## src/mmpc_pkg.sv

```systemverilog
package mmpc_pkg;
    localparam int CLK_HZ           = 40_000_000;
    localparam int BEACON_PERIOD_MS = 1000;
    localparam int BEACON_ON_MS     = 100;
    localparam int DEBOUNCE_MS      = 1;
    localparam int PWM_TICK_DIV     = 16;
    localparam int RX_FIFO_DEPTH    = 8;
    localparam int PADDR_W          = 8;

    localparam logic [7:0] A_CTRL       = 8'h00;
    localparam logic [7:0] A_DEVTYPE    = 8'h04;
    localparam logic [7:0] A_REMOTE     = 8'h08;
    localparam logic [7:0] A_PWM_DUTY   = 8'h0c;
    localparam logic [7:0] A_LAMP_COLOR = 8'h10;
    localparam logic [7:0] A_KEY_TARGET = 8'h14;
    localparam logic [7:0] A_SHORT_ADDR = 8'h18;
    localparam logic [7:0] A_STATUS     = 8'h1c;
    localparam logic [7:0] A_RX_DATA    = 8'h20;
    localparam logic [7:0] A_TX_DATA    = 8'h24;
    localparam logic [7:0] A_KEY_EVENT  = 8'h28;
    localparam logic [7:0] A_BAUD       = 8'h2c;

    localparam int CTRL_LINK    = 0;
    localparam int CTRL_MESH    = 1;
    localparam int CTRL_FACTORY = 2;
    localparam int ST_LINK      = 0;
    localparam int ST_CMD_MODE  = 1;
    localparam int ST_ALL_LEVEL = 2;
    localparam int ST_RX_VALID  = 3;
    localparam int ST_TX_BUSY   = 4;
    localparam int ST_OVERRUN   = 5;
    localparam int ST_FRAME_ERR = 6;
    localparam int ST_KEY_PEND  = 7;

    localparam logic [7:0]  TYPE_TRANSPARENT = 8'ha0;
    localparam logic [7:0]  TYPE_LAMP        = 8'hb1;
    localparam logic [7:0]  TYPE_REMOTE      = 8'hc0;
    localparam logic [7:0]  DEVTYPE_RST      = 8'ha0;
    localparam logic [31:0] KEY_TARGET_RST   = 32'hffffffff;
    localparam logic [7:0]  BROADCAST_ADDR   = 8'hff;
    localparam logic [2:0]  BAUD_RST         = 3'h0;
    localparam logic [2:0]  ALL_KEY_CODE     = 3'h5;

    typedef struct packed {
        logic       cmd;
        logic [7:0] data;
    } mmpc_rx_word_t;

    typedef struct packed {
        logic       level;
        logic [2:0] key;
        logic [7:0] target;
    } mmpc_key_evt_t;

    function automatic logic [15:0] mmpc_baud_div(input logic [2:0] sel);
        case (sel)
            3'h1:    mmpc_baud_div = 16'(CLK_HZ / 57600);
            3'h2:    mmpc_baud_div = 16'(CLK_HZ / 38400);
            3'h3:    mmpc_baud_div = 16'(CLK_HZ / 19200);
            3'h4:    mmpc_baud_div = 16'(CLK_HZ / 9600);
            3'h5:    mmpc_baud_div = 16'(CLK_HZ / 4800);
            default: mmpc_baud_div = 16'(CLK_HZ / 115200);
        endcase
    endfunction
endpackage

```

## src/mmpc_top.sv

```systemverilog
// Overview of operation
// link_state_out is low without a wireless connection and high once connected.
// While mesh operation runs, beacon_led_out pulses once a second, high for 100 ms.
// When connected, the host holds cmd_select_in low to have serial bytes taken as commands.
// When connected with cmd_select_in high, serial bytes pass through as transparent data.
// Without a connection every serial byte is a command, whatever cmd_select_in shows.
// The four remote_out lines follow the mesh-commanded level and keep it across reconnects; the code holds them low while dev_type is TYPE_REMOTE.
// Each all_toggle_key press commands all outputs low, the next press high, alternately.
// A press of key_in_1..4 sends that key's code to the target short address set for it.
// In transparent type all four pwm_out pins are general-purpose PWM outputs.
// In lamp type pwm_out_0..3 drive red, blue, green and white.
// After a factory reset the short address becomes the last byte of the MAC address.
// The serial rate defaults to 115200 and may be 57600, 38400, 19200, 9600 or 4800.
// The host ends every command with CR LF in exact letter case.
// Serial framing is one start bit, eight data bits LSB first, no parity, one stop bit.
// While the reset pin is low the block stays in reset and resumes when it is high; the code does not clear remote_level on the pin, it keeps its value.
//
// The APB register port and the register addresses were decided locally.
`timescale 1ns/100ps
module mmpc_fifo #(
    parameter int WIDTH = 9,
    parameter int DEPTH = 8
) (
    input  wire logic             clk,
    input  wire logic             rst,
    input  wire logic             in_valid,
    output logic                  in_ready,
    input  wire logic [WIDTH-1:0] in_data,
    output logic                  out_valid,
    input  wire logic             out_ready,
    output logic [WIDTH-1:0]      out_data
);
    localparam int AW = $clog2(DEPTH);

    logic [WIDTH-1:0] mem [DEPTH];
    logic [AW-1:0]    wr_ptr;
    logic [AW-1:0]    rd_ptr;
    logic [AW:0]      count;
    wire              push = in_valid && in_ready;
    wire              pop  = out_valid && out_ready;

    assign in_ready  = (count != (AW+1)'(DEPTH));
    assign out_valid = (count != '0);
    assign out_data  = mem[rd_ptr];

    always_ff @(posedge clk) begin
        if (push) begin
            mem[wr_ptr] <= in_data;
        end
    end

    // Depth is a power of two, so the pointers wrap by themselves
    always_ff @(posedge clk) begin
        if (rst) begin
            wr_ptr <= '0;
            rd_ptr <= '0;
            count  <= '0;
        end else begin
            wr_ptr <= push ? wr_ptr + 1'b1 : wr_ptr;
            rd_ptr <= pop ? rd_ptr + 1'b1 : rd_ptr;
            count  <= count + (AW+1)'(push) - (AW+1)'(pop);
        end
    end
endmodule

module mmpc_top
    import mmpc_pkg::*;
#(
    parameter int BEACON_PERIOD_CYC = CLK_HZ / 1000 * BEACON_PERIOD_MS,
    parameter int BEACON_ON_CYC     = CLK_HZ / 1000 * BEACON_ON_MS,
    parameter int DEBOUNCE_CYC      = CLK_HZ / 1000 * DEBOUNCE_MS
) (
    input  wire logic               core_clk,
    input  wire logic               rst,
    input  wire logic               reset_n_pin,
    input  wire logic               psel,
    input  wire logic               penable,
    input  wire logic               pwrite,
    input  wire logic [PADDR_W-1:0] paddr,
    input  wire logic [31:0]        pwdata,
    output logic [31:0]             prdata,
    output logic                    pready,
    output logic                    pslverr,
    input  wire logic [7:0]         mac_last_byte,
    input  wire logic               uart_rx_in,
    output logic                    uart_tx_out,
    input  wire logic               cmd_select_in,
    input  wire logic               key_in_1,
    input  wire logic               key_in_2,
    input  wire logic               key_in_3,
    input  wire logic               key_in_4,
    input  wire logic               all_toggle_key,
    output logic                    link_state_out,
    output logic                    beacon_led_out,
    output logic [3:0]              remote_out,
    output logic                    pwm_out_0,
    output logic                    pwm_out_1,
    output logic                    pwm_out_2,
    output logic                    pwm_out_3
);
    wire sys_rst = rst || !reset_n_pin;

    logic [2:0]    ctrl;
    logic [7:0]    dev_type;
    logic [3:0]    remote_level;
    logic [31:0]   pwm_duty;
    logic [31:0]   lamp_color;
    logic [31:0]   key_target;
    logic [7:0]    short_addr;
    logic          addr_loaded;
    logic [2:0]    baud_sel;
    logic          all_level;
    logic          overrun;
    logic          frame_err;
    logic          key_pend;
    mmpc_key_evt_t key_evt;

    // APB slave: one wait state, the answer is registered
    wire hit_ctrl  = (paddr == A_CTRL);
    wire hit_type  = (paddr == A_DEVTYPE);
    wire hit_rem   = (paddr == A_REMOTE);
    wire hit_duty  = (paddr == A_PWM_DUTY);
    wire hit_lamp  = (paddr == A_LAMP_COLOR);
    wire hit_ktgt  = (paddr == A_KEY_TARGET);
    wire hit_addr  = (paddr == A_SHORT_ADDR);
    wire hit_stat  = (paddr == A_STATUS);
    wire hit_rx    = (paddr == A_RX_DATA);
    wire hit_tx    = (paddr == A_TX_DATA);
    wire hit_kevt  = (paddr == A_KEY_EVENT);
    wire hit_baud  = (paddr == A_BAUD);
    wire hit_any   = hit_ctrl || hit_type || hit_rem || hit_duty || hit_lamp || hit_ktgt
                     || hit_addr || hit_stat || hit_rx || hit_tx || hit_kevt || hit_baud;
    wire apb_done  = psel && penable && pready;
    wire wr_done   = apb_done && pwrite && hit_any;
    wire rd_done   = apb_done && !pwrite && hit_any;

    logic          tx_busy;
    logic          rx_out_valid;
    mmpc_rx_word_t rx_out_word;

    // A TX write waits in the access phase until the previous byte has left
    wire           can_answer = !(pwrite && hit_tx && tx_busy);
    wire           cmd_mode   = !ctrl[CTRL_LINK] || !cmd_select_in;
    wire [7:0]     status     = {key_pend, frame_err, overrun, tx_busy, rx_out_valid,
                                 all_level, cmd_mode, ctrl[CTRL_LINK]};
    wire [31:0]    rd_data    =
        hit_ctrl ? {29'h0, ctrl} :
        hit_type ? {24'h0, dev_type} :
        hit_rem  ? {28'h0, remote_level} :
        hit_duty ? pwm_duty :
        hit_lamp ? lamp_color :
        hit_ktgt ? key_target :
        hit_addr ? {24'h0, short_addr} :
        hit_stat ? {24'h0, status} :
        hit_rx   ? {22'h0, rx_out_valid, rx_out_word} :
        hit_kevt ? {19'h0, key_pend, key_evt} :
        hit_baud ? {29'h0, baud_sel} : 32'h0;

    always_ff @(posedge core_clk) begin
        if (sys_rst) begin
            pready  <= 1'b0;
            pslverr <= 1'b0;
            prdata  <= 32'h0;
        end else begin
            pready  <= psel && penable && !pready && can_answer;
            pslverr <= psel && penable && !pready && can_answer && !hit_any;
            prdata  <= (psel && !pwrite) ? rd_data : 32'h0;
        end
    end

    wire factory = wr_done && hit_ctrl && pwdata[CTRL_FACTORY];

    always_ff @(posedge core_clk) begin
        if (sys_rst) begin
            ctrl       <= 3'h0;
            dev_type   <= DEVTYPE_RST;
            pwm_duty   <= 32'h0;
            lamp_color <= 32'h0;
            key_target <= KEY_TARGET_RST;
            baud_sel   <= BAUD_RST;
        end else if (wr_done) begin
            ctrl       <= hit_ctrl ? {1'b0, pwdata[CTRL_MESH], pwdata[CTRL_LINK]} : ctrl;
            dev_type   <= hit_type ? pwdata[7:0] : dev_type;
            pwm_duty   <= hit_duty ? pwdata : pwm_duty;
            lamp_color <= hit_lamp ? pwdata : lamp_color;
            key_target <= (hit_ktgt || factory) ? (factory ? KEY_TARGET_RST : pwdata)
                                                 : key_target;
            baud_sel   <= factory ? BAUD_RST : (hit_baud ? pwdata[2:0] : baud_sel);
        end
    end

    // Strap is caught after reset release, never by the reset itself
    always_ff @(posedge core_clk) begin
        if (sys_rst) begin
            addr_loaded <= 1'b0;
            short_addr  <= 8'h0;
        end else begin
            addr_loaded <= 1'b1;
            if (!addr_loaded || factory) begin
                short_addr <= mac_last_byte;
            end else if (wr_done && hit_addr) begin
                short_addr <= pwdata[7:0];
            end
        end
    end

    always_ff @(posedge core_clk) begin
        if (sys_rst) begin
            link_state_out <= 1'b0;
        end else begin
            link_state_out <= ctrl[CTRL_LINK];
        end
    end

    // Beacon indicator
    logic [25:0] beacon_cnt;
    always_ff @(posedge core_clk) begin
        if (sys_rst || !ctrl[CTRL_MESH]) begin
            beacon_cnt     <= 26'h0;
            beacon_led_out <= 1'b0;
        end else begin
            beacon_cnt     <= (beacon_cnt == 26'(BEACON_PERIOD_CYC - 1)) ? 26'h0
                                                                        : beacon_cnt + 26'h1;
            beacon_led_out <= (beacon_cnt < 26'(BEACON_ON_CYC));
        end
    end

    // Keys, sampled on a slow tick so contact bounce is ignored
    logic [15:0] deb_cnt;
    logic        deb_tick;
    logic [4:0]  deb_a;
    logic [4:0]  deb_b;
    wire  [4:0]  key_raw = {all_toggle_key, key_in_4, key_in_3, key_in_2, key_in_1};
    wire  [4:0]  press;

    always_ff @(posedge core_clk) begin
        if (sys_rst) begin
            deb_cnt  <= 16'h0;
            deb_tick <= 1'b0;
        end else begin
            deb_tick <= (deb_cnt == 16'(DEBOUNCE_CYC - 1));
            deb_cnt  <= (deb_cnt == 16'(DEBOUNCE_CYC - 1)) ? 16'h0 : deb_cnt + 16'h1;
        end
    end

    for (genvar k = 0; k < 5; k++) begin : g_key
        assign press[k] = deb_tick && key_raw[k] && deb_a[k] && !deb_b[k];
        always_ff @(posedge core_clk) begin
            if (sys_rst) begin
                deb_a[k] <= 1'b0;
                deb_b[k] <= 1'b0;
            end else if (deb_tick) begin
                deb_a[k] <= key_raw[k];
                deb_b[k] <= deb_a[k];
            end
        end
    end

    function automatic logic [1:0] first_key(input logic [3:0] p);
        first_key = p[0] ? 2'd0 : p[1] ? 2'd1 : p[2] ? 2'd2 : 2'd3;
    endfunction

    wire [1:0]     key_idx  = first_key(press[3:0]);
    wire [7:0]     key_dest = key_target[8*key_idx +: 8];
    wire           evt_rd   = rd_done && hit_kevt;
    wire           any_key  = |press;
    // The all-off/all-on key outranks the others when both land in one tick
    wire mmpc_key_evt_t next_evt = press[4]
        ? {!all_level, ALL_KEY_CODE, BROADCAST_ADDR}
        : {1'b1, {1'b0, key_idx} + 3'h1, key_dest};

    // A new press in the cycle of the clearing read stays pending
    always_ff @(posedge core_clk) begin
        if (sys_rst) begin
            key_pend  <= 1'b0;
            key_evt   <= '0;
            all_level <= 1'b1;
        end else begin
            key_pend  <= any_key || (key_pend && !evt_rd);
            key_evt   <= any_key ? next_evt : key_evt;
            all_level <= press[4] ? !all_level : all_level;
        end
    end

    // Kept through the reset pin and link loss; only a power-on reset clears it
    always_ff @(posedge core_clk) begin
        if (rst) begin
            remote_level <= 4'h0;
        end else if (reset_n_pin && press[4]) begin
            remote_level <= {4{!all_level}};
        end else if (reset_n_pin && wr_done && hit_rem) begin
            remote_level <= pwdata[3:0];
        end
    end

    always_ff @(posedge core_clk) begin
        if (sys_rst) begin
            remote_out <= 4'h0;
        end else begin
            remote_out <= (dev_type == TYPE_REMOTE) ? 4'h0 : remote_level;
        end
    end

    // PWM
    logic [3:0]  pwm_div;
    logic [7:0]  pwm_cnt;
    logic [3:0]  pwm_q;
    wire  [31:0] lamp_map = {lamp_color[31:24], lamp_color[15:8],
                             lamp_color[23:16], lamp_color[7:0]};
    wire  [31:0] duty_sel = (dev_type == TYPE_LAMP) ? lamp_map : pwm_duty;
    wire         pwm_on   = (dev_type == TYPE_TRANSPARENT) || (dev_type == TYPE_LAMP);

    always_ff @(posedge core_clk) begin
        if (sys_rst) begin
            pwm_div <= 4'h0;
            pwm_cnt <= 8'h0;
        end else begin
            pwm_div <= (pwm_div == 4'(PWM_TICK_DIV - 1)) ? 4'h0 : pwm_div + 4'h1;
            pwm_cnt <= (pwm_div == 4'(PWM_TICK_DIV - 1)) ? pwm_cnt + 8'h1 : pwm_cnt;
        end
    end

    for (genvar c = 0; c < 4; c++) begin : g_pwm
        always_ff @(posedge core_clk) begin
            if (sys_rst) begin
                pwm_q[c] <= 1'b0;
            end else begin
                pwm_q[c] <= pwm_on && (pwm_cnt < duty_sel[8*c +: 8]);
            end
        end
    end
    assign pwm_out_0 = pwm_q[0];
    assign pwm_out_1 = pwm_q[1];
    assign pwm_out_2 = pwm_q[2];
    assign pwm_out_3 = pwm_q[3];

    // Serial port; a rate change takes effect on the next bit boundary
    wire [15:0] bit_div = mmpc_baud_div(baud_sel);

    logic          rx_busy;
    logic [15:0]   rx_cnt;
    logic [3:0]    rx_bit;
    logic [7:0]    rx_shift;
    logic          hold_valid;
    mmpc_rx_word_t hold_word;
    logic          hold_ready;
    wire           rx_tick  = rx_busy && (rx_cnt == 16'h0);
    wire           rx_good  = rx_tick && (rx_bit == 4'd9) && uart_rx_in;
    wire           rx_bad   = rx_tick && (rx_bit == 4'd9) && !uart_rx_in;
    wire           rx_pop   = rd_done && hit_rx;
    wire           st_clear = wr_done && hit_stat;

    always_ff @(posedge core_clk) begin
        if (sys_rst) begin
            rx_busy  <= 1'b0;
            rx_cnt   <= 16'h0;
            rx_bit   <= 4'h0;
            rx_shift <= 8'h0;
        end else if (!rx_busy) begin
            rx_busy <= !uart_rx_in;
            rx_cnt  <= bit_div >> 1;
            rx_bit  <= 4'h0;
        end else if (rx_tick) begin
            rx_cnt <= bit_div - 16'h1;
            if (rx_bit == 4'h0) begin
                rx_busy <= !uart_rx_in;
                rx_bit  <= 4'h1;
            end else if (rx_bit != 4'd9) begin
                rx_shift <= {uart_rx_in, rx_shift[7:1]};
                rx_bit   <= rx_bit + 4'h1;
            end else begin
                rx_busy <= 1'b0;
            end
        end else begin
            rx_cnt <= rx_cnt - 16'h1;
        end
    end

    // Holding stage waits for FIFO room; a byte arriving while it is full is lost
    always_ff @(posedge core_clk) begin
        if (sys_rst) begin
            hold_valid <= 1'b0;
            hold_word  <= '0;
            overrun    <= 1'b0;
            frame_err  <= 1'b0;
        end else begin
            hold_valid <= rx_good || (hold_valid && !hold_ready);
            hold_word  <= (rx_good && !(hold_valid && !hold_ready))
                          ? {cmd_mode, rx_shift} : hold_word;
            overrun    <= (rx_good && hold_valid && !hold_ready)
                          || (overrun && !(st_clear && pwdata[ST_OVERRUN]));
            frame_err  <= rx_bad || (frame_err && !(st_clear && pwdata[ST_FRAME_ERR]));
        end
    end

    mmpc_fifo #(
        .WIDTH ($bits(mmpc_rx_word_t)),
        .DEPTH (RX_FIFO_DEPTH)
    ) u_rx_fifo (
        .clk       (core_clk),
        .rst       (sys_rst),
        .in_valid  (hold_valid),
        .in_ready  (hold_ready),
        .in_data   (hold_word),
        .out_valid (rx_out_valid),
        .out_ready (rx_pop),
        .out_data  (rx_out_word)
    );

    logic [15:0] tx_cnt;
    logic [3:0]  tx_bit;
    logic [8:0]  tx_shift;
    wire         tx_start = wr_done && hit_tx;

    always_ff @(posedge core_clk) begin
        if (sys_rst) begin
            tx_busy     <= 1'b0;
            tx_cnt      <= 16'h0;
            tx_bit      <= 4'h0;
            tx_shift    <= 9'h1ff;
            uart_tx_out <= 1'b1;
        end else if (tx_start) begin
            tx_busy     <= 1'b1;
            tx_cnt      <= bit_div - 16'h1;
            tx_bit      <= 4'h0;
            tx_shift    <= {1'b1, pwdata[7:0]};
            uart_tx_out <= 1'b0;
        end else if (tx_busy && tx_cnt != 16'h0) begin
            tx_cnt <= tx_cnt - 16'h1;
        end else if (tx_busy) begin
            tx_cnt <= bit_div - 16'h1;
            if (tx_bit == 4'd9) begin
                tx_busy <= 1'b0;
            end else begin
                uart_tx_out <= tx_shift[0];
                tx_shift    <= {1'b1, tx_shift[8:1]};
                tx_bit      <= tx_bit + 4'h1;
            end
        end
    end
endmodule

```

## config.mk

```make
export PLATFORM = sky130hd
export DESIGN_NAME = mmpc_top
export DESIGN_NICKNAME = d
export VERILOG_FILES = /design/src/mmpc_pkg.sv /design/src/mmpc_top.sv
export SDC_FILE = /design/constraint.sdc
export NUM_CORES = 1
export LEC_CHECK = 0
export BUFFER_PORTS_ARGS = -buffer_cell sky130_fd_sc_hd__buf_2
export CELL_PAD_IN_SITES_DETAIL_PLACEMENT = 0
export CELL_PAD_IN_SITES_GLOBAL_PLACEMENT = 1
export CORE_AREA = 2 2 212 214
export CTS_CLUSTER_DIAMETER = 150
export DETAILED_ROUTE_END_ITERATION = 6
export DIE_AREA = 0 0 214 216
export GPL_ROUTABILITY_DRIVEN = 0
export PLACE_DENSITY = 0.87
export SETUP_SLACK_MARGIN = 0.05
export SLEW_MARGIN = 30
export SYNTH_ARGS = -nofsm -noshare
export SYNTH_HDL_FRONTEND = slang
export SYNTH_HIERARCHICAL = 1
export SYNTH_SLANG_ARGS = --single-unit
```

## constraint.sdc

```tcl
create_clock -name core_clk -period 3.04 [get_ports core_clk]
set_input_delay 0.152 -clock core_clk [delete_from_list [all_inputs] [get_ports core_clk]]
set_output_delay 0.152 -clock core_clk [all_outputs]
set_load 0.02 [all_outputs]
```

==> flow_metrics.tcl <==
set metrics [dict create \
    finalHoldViolations 0 \
    ys_seq_elements 401 \
    async_flop_share_pct 0 \
    crit_chain "or4b_4 > nor4b_4 > clkbuf_16 > mux2i_1 > ha_1 > a21oi_1 > nor2b_1 > o21ai_0 > o21ai_0 > nor4b_2" \
    first_pass_iters 7 \
    grt_use_total_pct 22.7 \
    cts.sink_count 401 \
    start_util_pct 42.5 \
    hold_depth 4 \
    cts_buffers 43 \
    pwr_density_cell_nw_per_um2 509 \
    grt_max_degree 64 \
    pin_count 106 \
    dominantRegCellSynth "dfxtp_1" \
    holdWs_ns 0.0252 \
    layout-drive-gt1-share_pct 14.6 \
    peakVddDrop_uv 384 \
    place_hpwl_mm 36.8 \
    place_inst 2644 \
    vias_per_cell 5.68 \
    cp.arrival_ns 3.32 \
    worst_setup_path_start_kind "register" \
    finalCritPeriodShare_pct 93.6 \
    synth_area_sq_um 18600 \
    syn2layout_area_growth_pct 18.6 \
    worst_hold_path_type "input port to register" \
    multi_input_area_sq_um 9250 \
    row_count 77 \
    max_freq_mhz 352 \
    grt_pass1_wl_mm 84.3 \
    synth.top_cell.area_share_pct 35.4 \
    tightest_slew_ns 0.835 \
    crit_fanout 10 \
    ys_top_cells_by_area "dfxtp_1 (35%), edfxtp_1 (12%), nand2_1 (6.1%), mux2i_1 (4.6%), a21oi_1 (4.5%)" \
    end_kind "register" \
    p_leak_nw 8.14 \
    synth_warnings 6 \
    max_stage_delay_ns 0.55 \
    ant_nets 0 \
    r2r.worst_path.cells 10 \
    setup_tns_ns 0 \
    yosysUniqueCellTypes 88 \
    cts_max_path_buffers 3 \
    cp.required_ns 3.51 \
    total_power_mw 11.2 \
    cap_violations 0 \
    rsz0062_at_grt "false" \
    syn_avg_cell_area_sq_um 9.33 \
    cts_tree "done" \
    status "finished, violations left" \
    first_global_vias 15558 \
    dieArea_sq_um 46200 \
    final.setup.worst_slack_ns 0.195 \
    h-tree-depth 2 \
    insertion_delay_ns 0.58 \
    final_max_slew_viol_count 0 \
    post-route-min-period_ns 2.84 \
    grt_overflow 0 \
    cts.reportedPaths.clkPinSlew_ns 0.06 \
    yosysTopAreaCell "dfxtp_1" \
    drtIter0Drc 1333 \
    antenna_found_initial 3 \
    post_drt_wl_per_cell_microns 19.2 \
    setup_violations 0 \
    syn-num-nets 2108 \
    synth_cells 1995 \
    layout.nets 2273 \
    place_ws_ns 0.150 \
    fp.dieH_microns 216 \
    portBuffers 105 \
    maxSlewHeadroom_pct 43.9 \
    violations "design-rule violations" \
    routed_wl_mm 53.5 \
    drcViolationCount 5 \
    synth_edf_count 72 \
    fp.coreArea_sq_um 43800 \
    seq_area_frac_synth_pct 47.0 \
    cp_common_cell "o21ai_0" \
    fin_cells 2787 \
    num_vias 15821 \
    seq_area_sq_um 8750 \
    finClkSkew_ns 0.0288 \
    cpMaxStageDelayCell "or4b_4" \
    fill_cells 3934 \
    cts-root-buf "clkbuf_16" \
    fp.dieW_microns 214 \
    crit_type "register to register" \
]
==> per-layer routing <==
metal  GRT usage, %  routed length (microns)
met3           3.48                     3420
met2           38.5                    25500
met5              0                       13
met4           10.2                     2080
met1           28.5                    22500
==> synth_stat cells, types with 11 or more instances <==
cell      count
a211oi_1     27
a21oi_1     169
a22oi_1      36
and2_1       11
and3_1       15
buf_2        24
clkbuf_1     78
dfxtp_1     329
edfxtp_1     72
ha_1         51
inv_1        34
mux2_2       14
mux2i_1      85
mux4_1       18
nand2_1     304
nand2b_1     16
nand3_1      94
nand4_1      24
nor2_1      171
nor2b_1      22
nor3_1       39
nor4_1       19
o21ai_0      67
o21ai_1      12
o22ai_1      17
xnor2_1      25
xor2_1       40
==> logic make-up (layout without fill, tap and decap cells) <==
family,count (synthesis),in the layout,share of synthesized area (%)
mux,117,117,7.96
fa+ha+maj,52,52,3.54
other cells,0,3,0
compound gates,409,409,13.6
simple gates,799,799,21.3
flops,401,401,47.0
xor+xnor,65,65,3.06
buf+inv,152,349,3.56
==> final cells by class <==
type / instances / area share [%]
diodes: 3 / 0.0340
clock buffers: 59 / 5.61
clock inverters: 18 / 0.998
inverters: 34 / 0.578
multi-input cells: 1442 / 41.9
flip-flops and latches: 401 / 39.6
well taps: 592 / 3.36
repair buffers: 238 / 7.88
==> final timing paths <==
kind,from,end,slack [ns]
setup / recovery,dev_type[2],pwm_out_1,0.20
hold / removal,pwrite,key_pend,0.03
setup reg to reg,dev_type[2],pwm_out_1,0.20
hold reg to reg,pwm_div[0],pwm_div[0],0.45
==> sequential cells by signal, summed over array words and instances (netlist names), 9 cells and up, named ones only <==
register       cells
beacon_cnt        26
deb_cnt           16
hold_word          9
key_evt           12
key_target        32
lamp_color        32
prdata            32
pwm_duty          32
rx_cnt            16
tx_cnt            16
u_rx_fifo/mem     72
==> cell usage in the layout, fill, tap and decap left out, drive strengths merged, types with 6 or more instances in the layout <==
cell	n
nor2b	22
nor4b	13
a22oi	36
nor3	42
or4	9
and4	7
mux2	14
and2	12
nor4	26
edfxtp	72
o31a	6
nand4	25
and3	15
mux2i	85
clkbuf	60
nor2	174
xor2	40
ha	51
nand2	305
buf	187
a21oi	169
mux4	18
nand3	96
o21ai	79
a31oi	6
o22ai	17
or4b	6
a211oi	27
nand2b	16
or3	6
a21o	8
xnor2	25
inv	36
dfxtp	329
dlygate4sd3	50
nor3b	6
clkinv	9
==> timing repair <==
item | in CTS | in global routing
gates resized for setup | 0 | 2
hold endpoints to repair | 127 | 0
endpoints found under the setup margin | 0 | 4
buffers inserted | 0 | 11
hold buffers | 50 | 0
==> metrics by stage <==
stage	instance area, sq um	utilization (%)
final	22100	50.4
after global routing	22100	50.3
after CTS	21900	50.0
after detailed placement	19900	45.5
after global placement	19900	45.5
after floorplan	18600	-
==> power by group <==
| group | internal (mW) | switching (mW) | total [mW] |
|---|---|---|---|
| Sequential | 5.40 | 0.0141 | 5.42 |
| Combinational | 0.162 | 0.265 | 0.428 |
| Clock | 3.20 | 2.19 | 5.39 |
| Total | 8.76 | 2.47 | 11.2 |
==> critical path, delay by kind of cell, from the launching register on <==
kind,cells,cell delay (ns)
buffers and inverters,1,0.24
and+or+nand+nor,4,1.17
DFF,1,0.34
muxes,1,0.29
adders and majority gates,1,0.30
AOI/OAI and AO/OA,3,0.39
No activity file was read; power rests on OpenSTA's default activity.
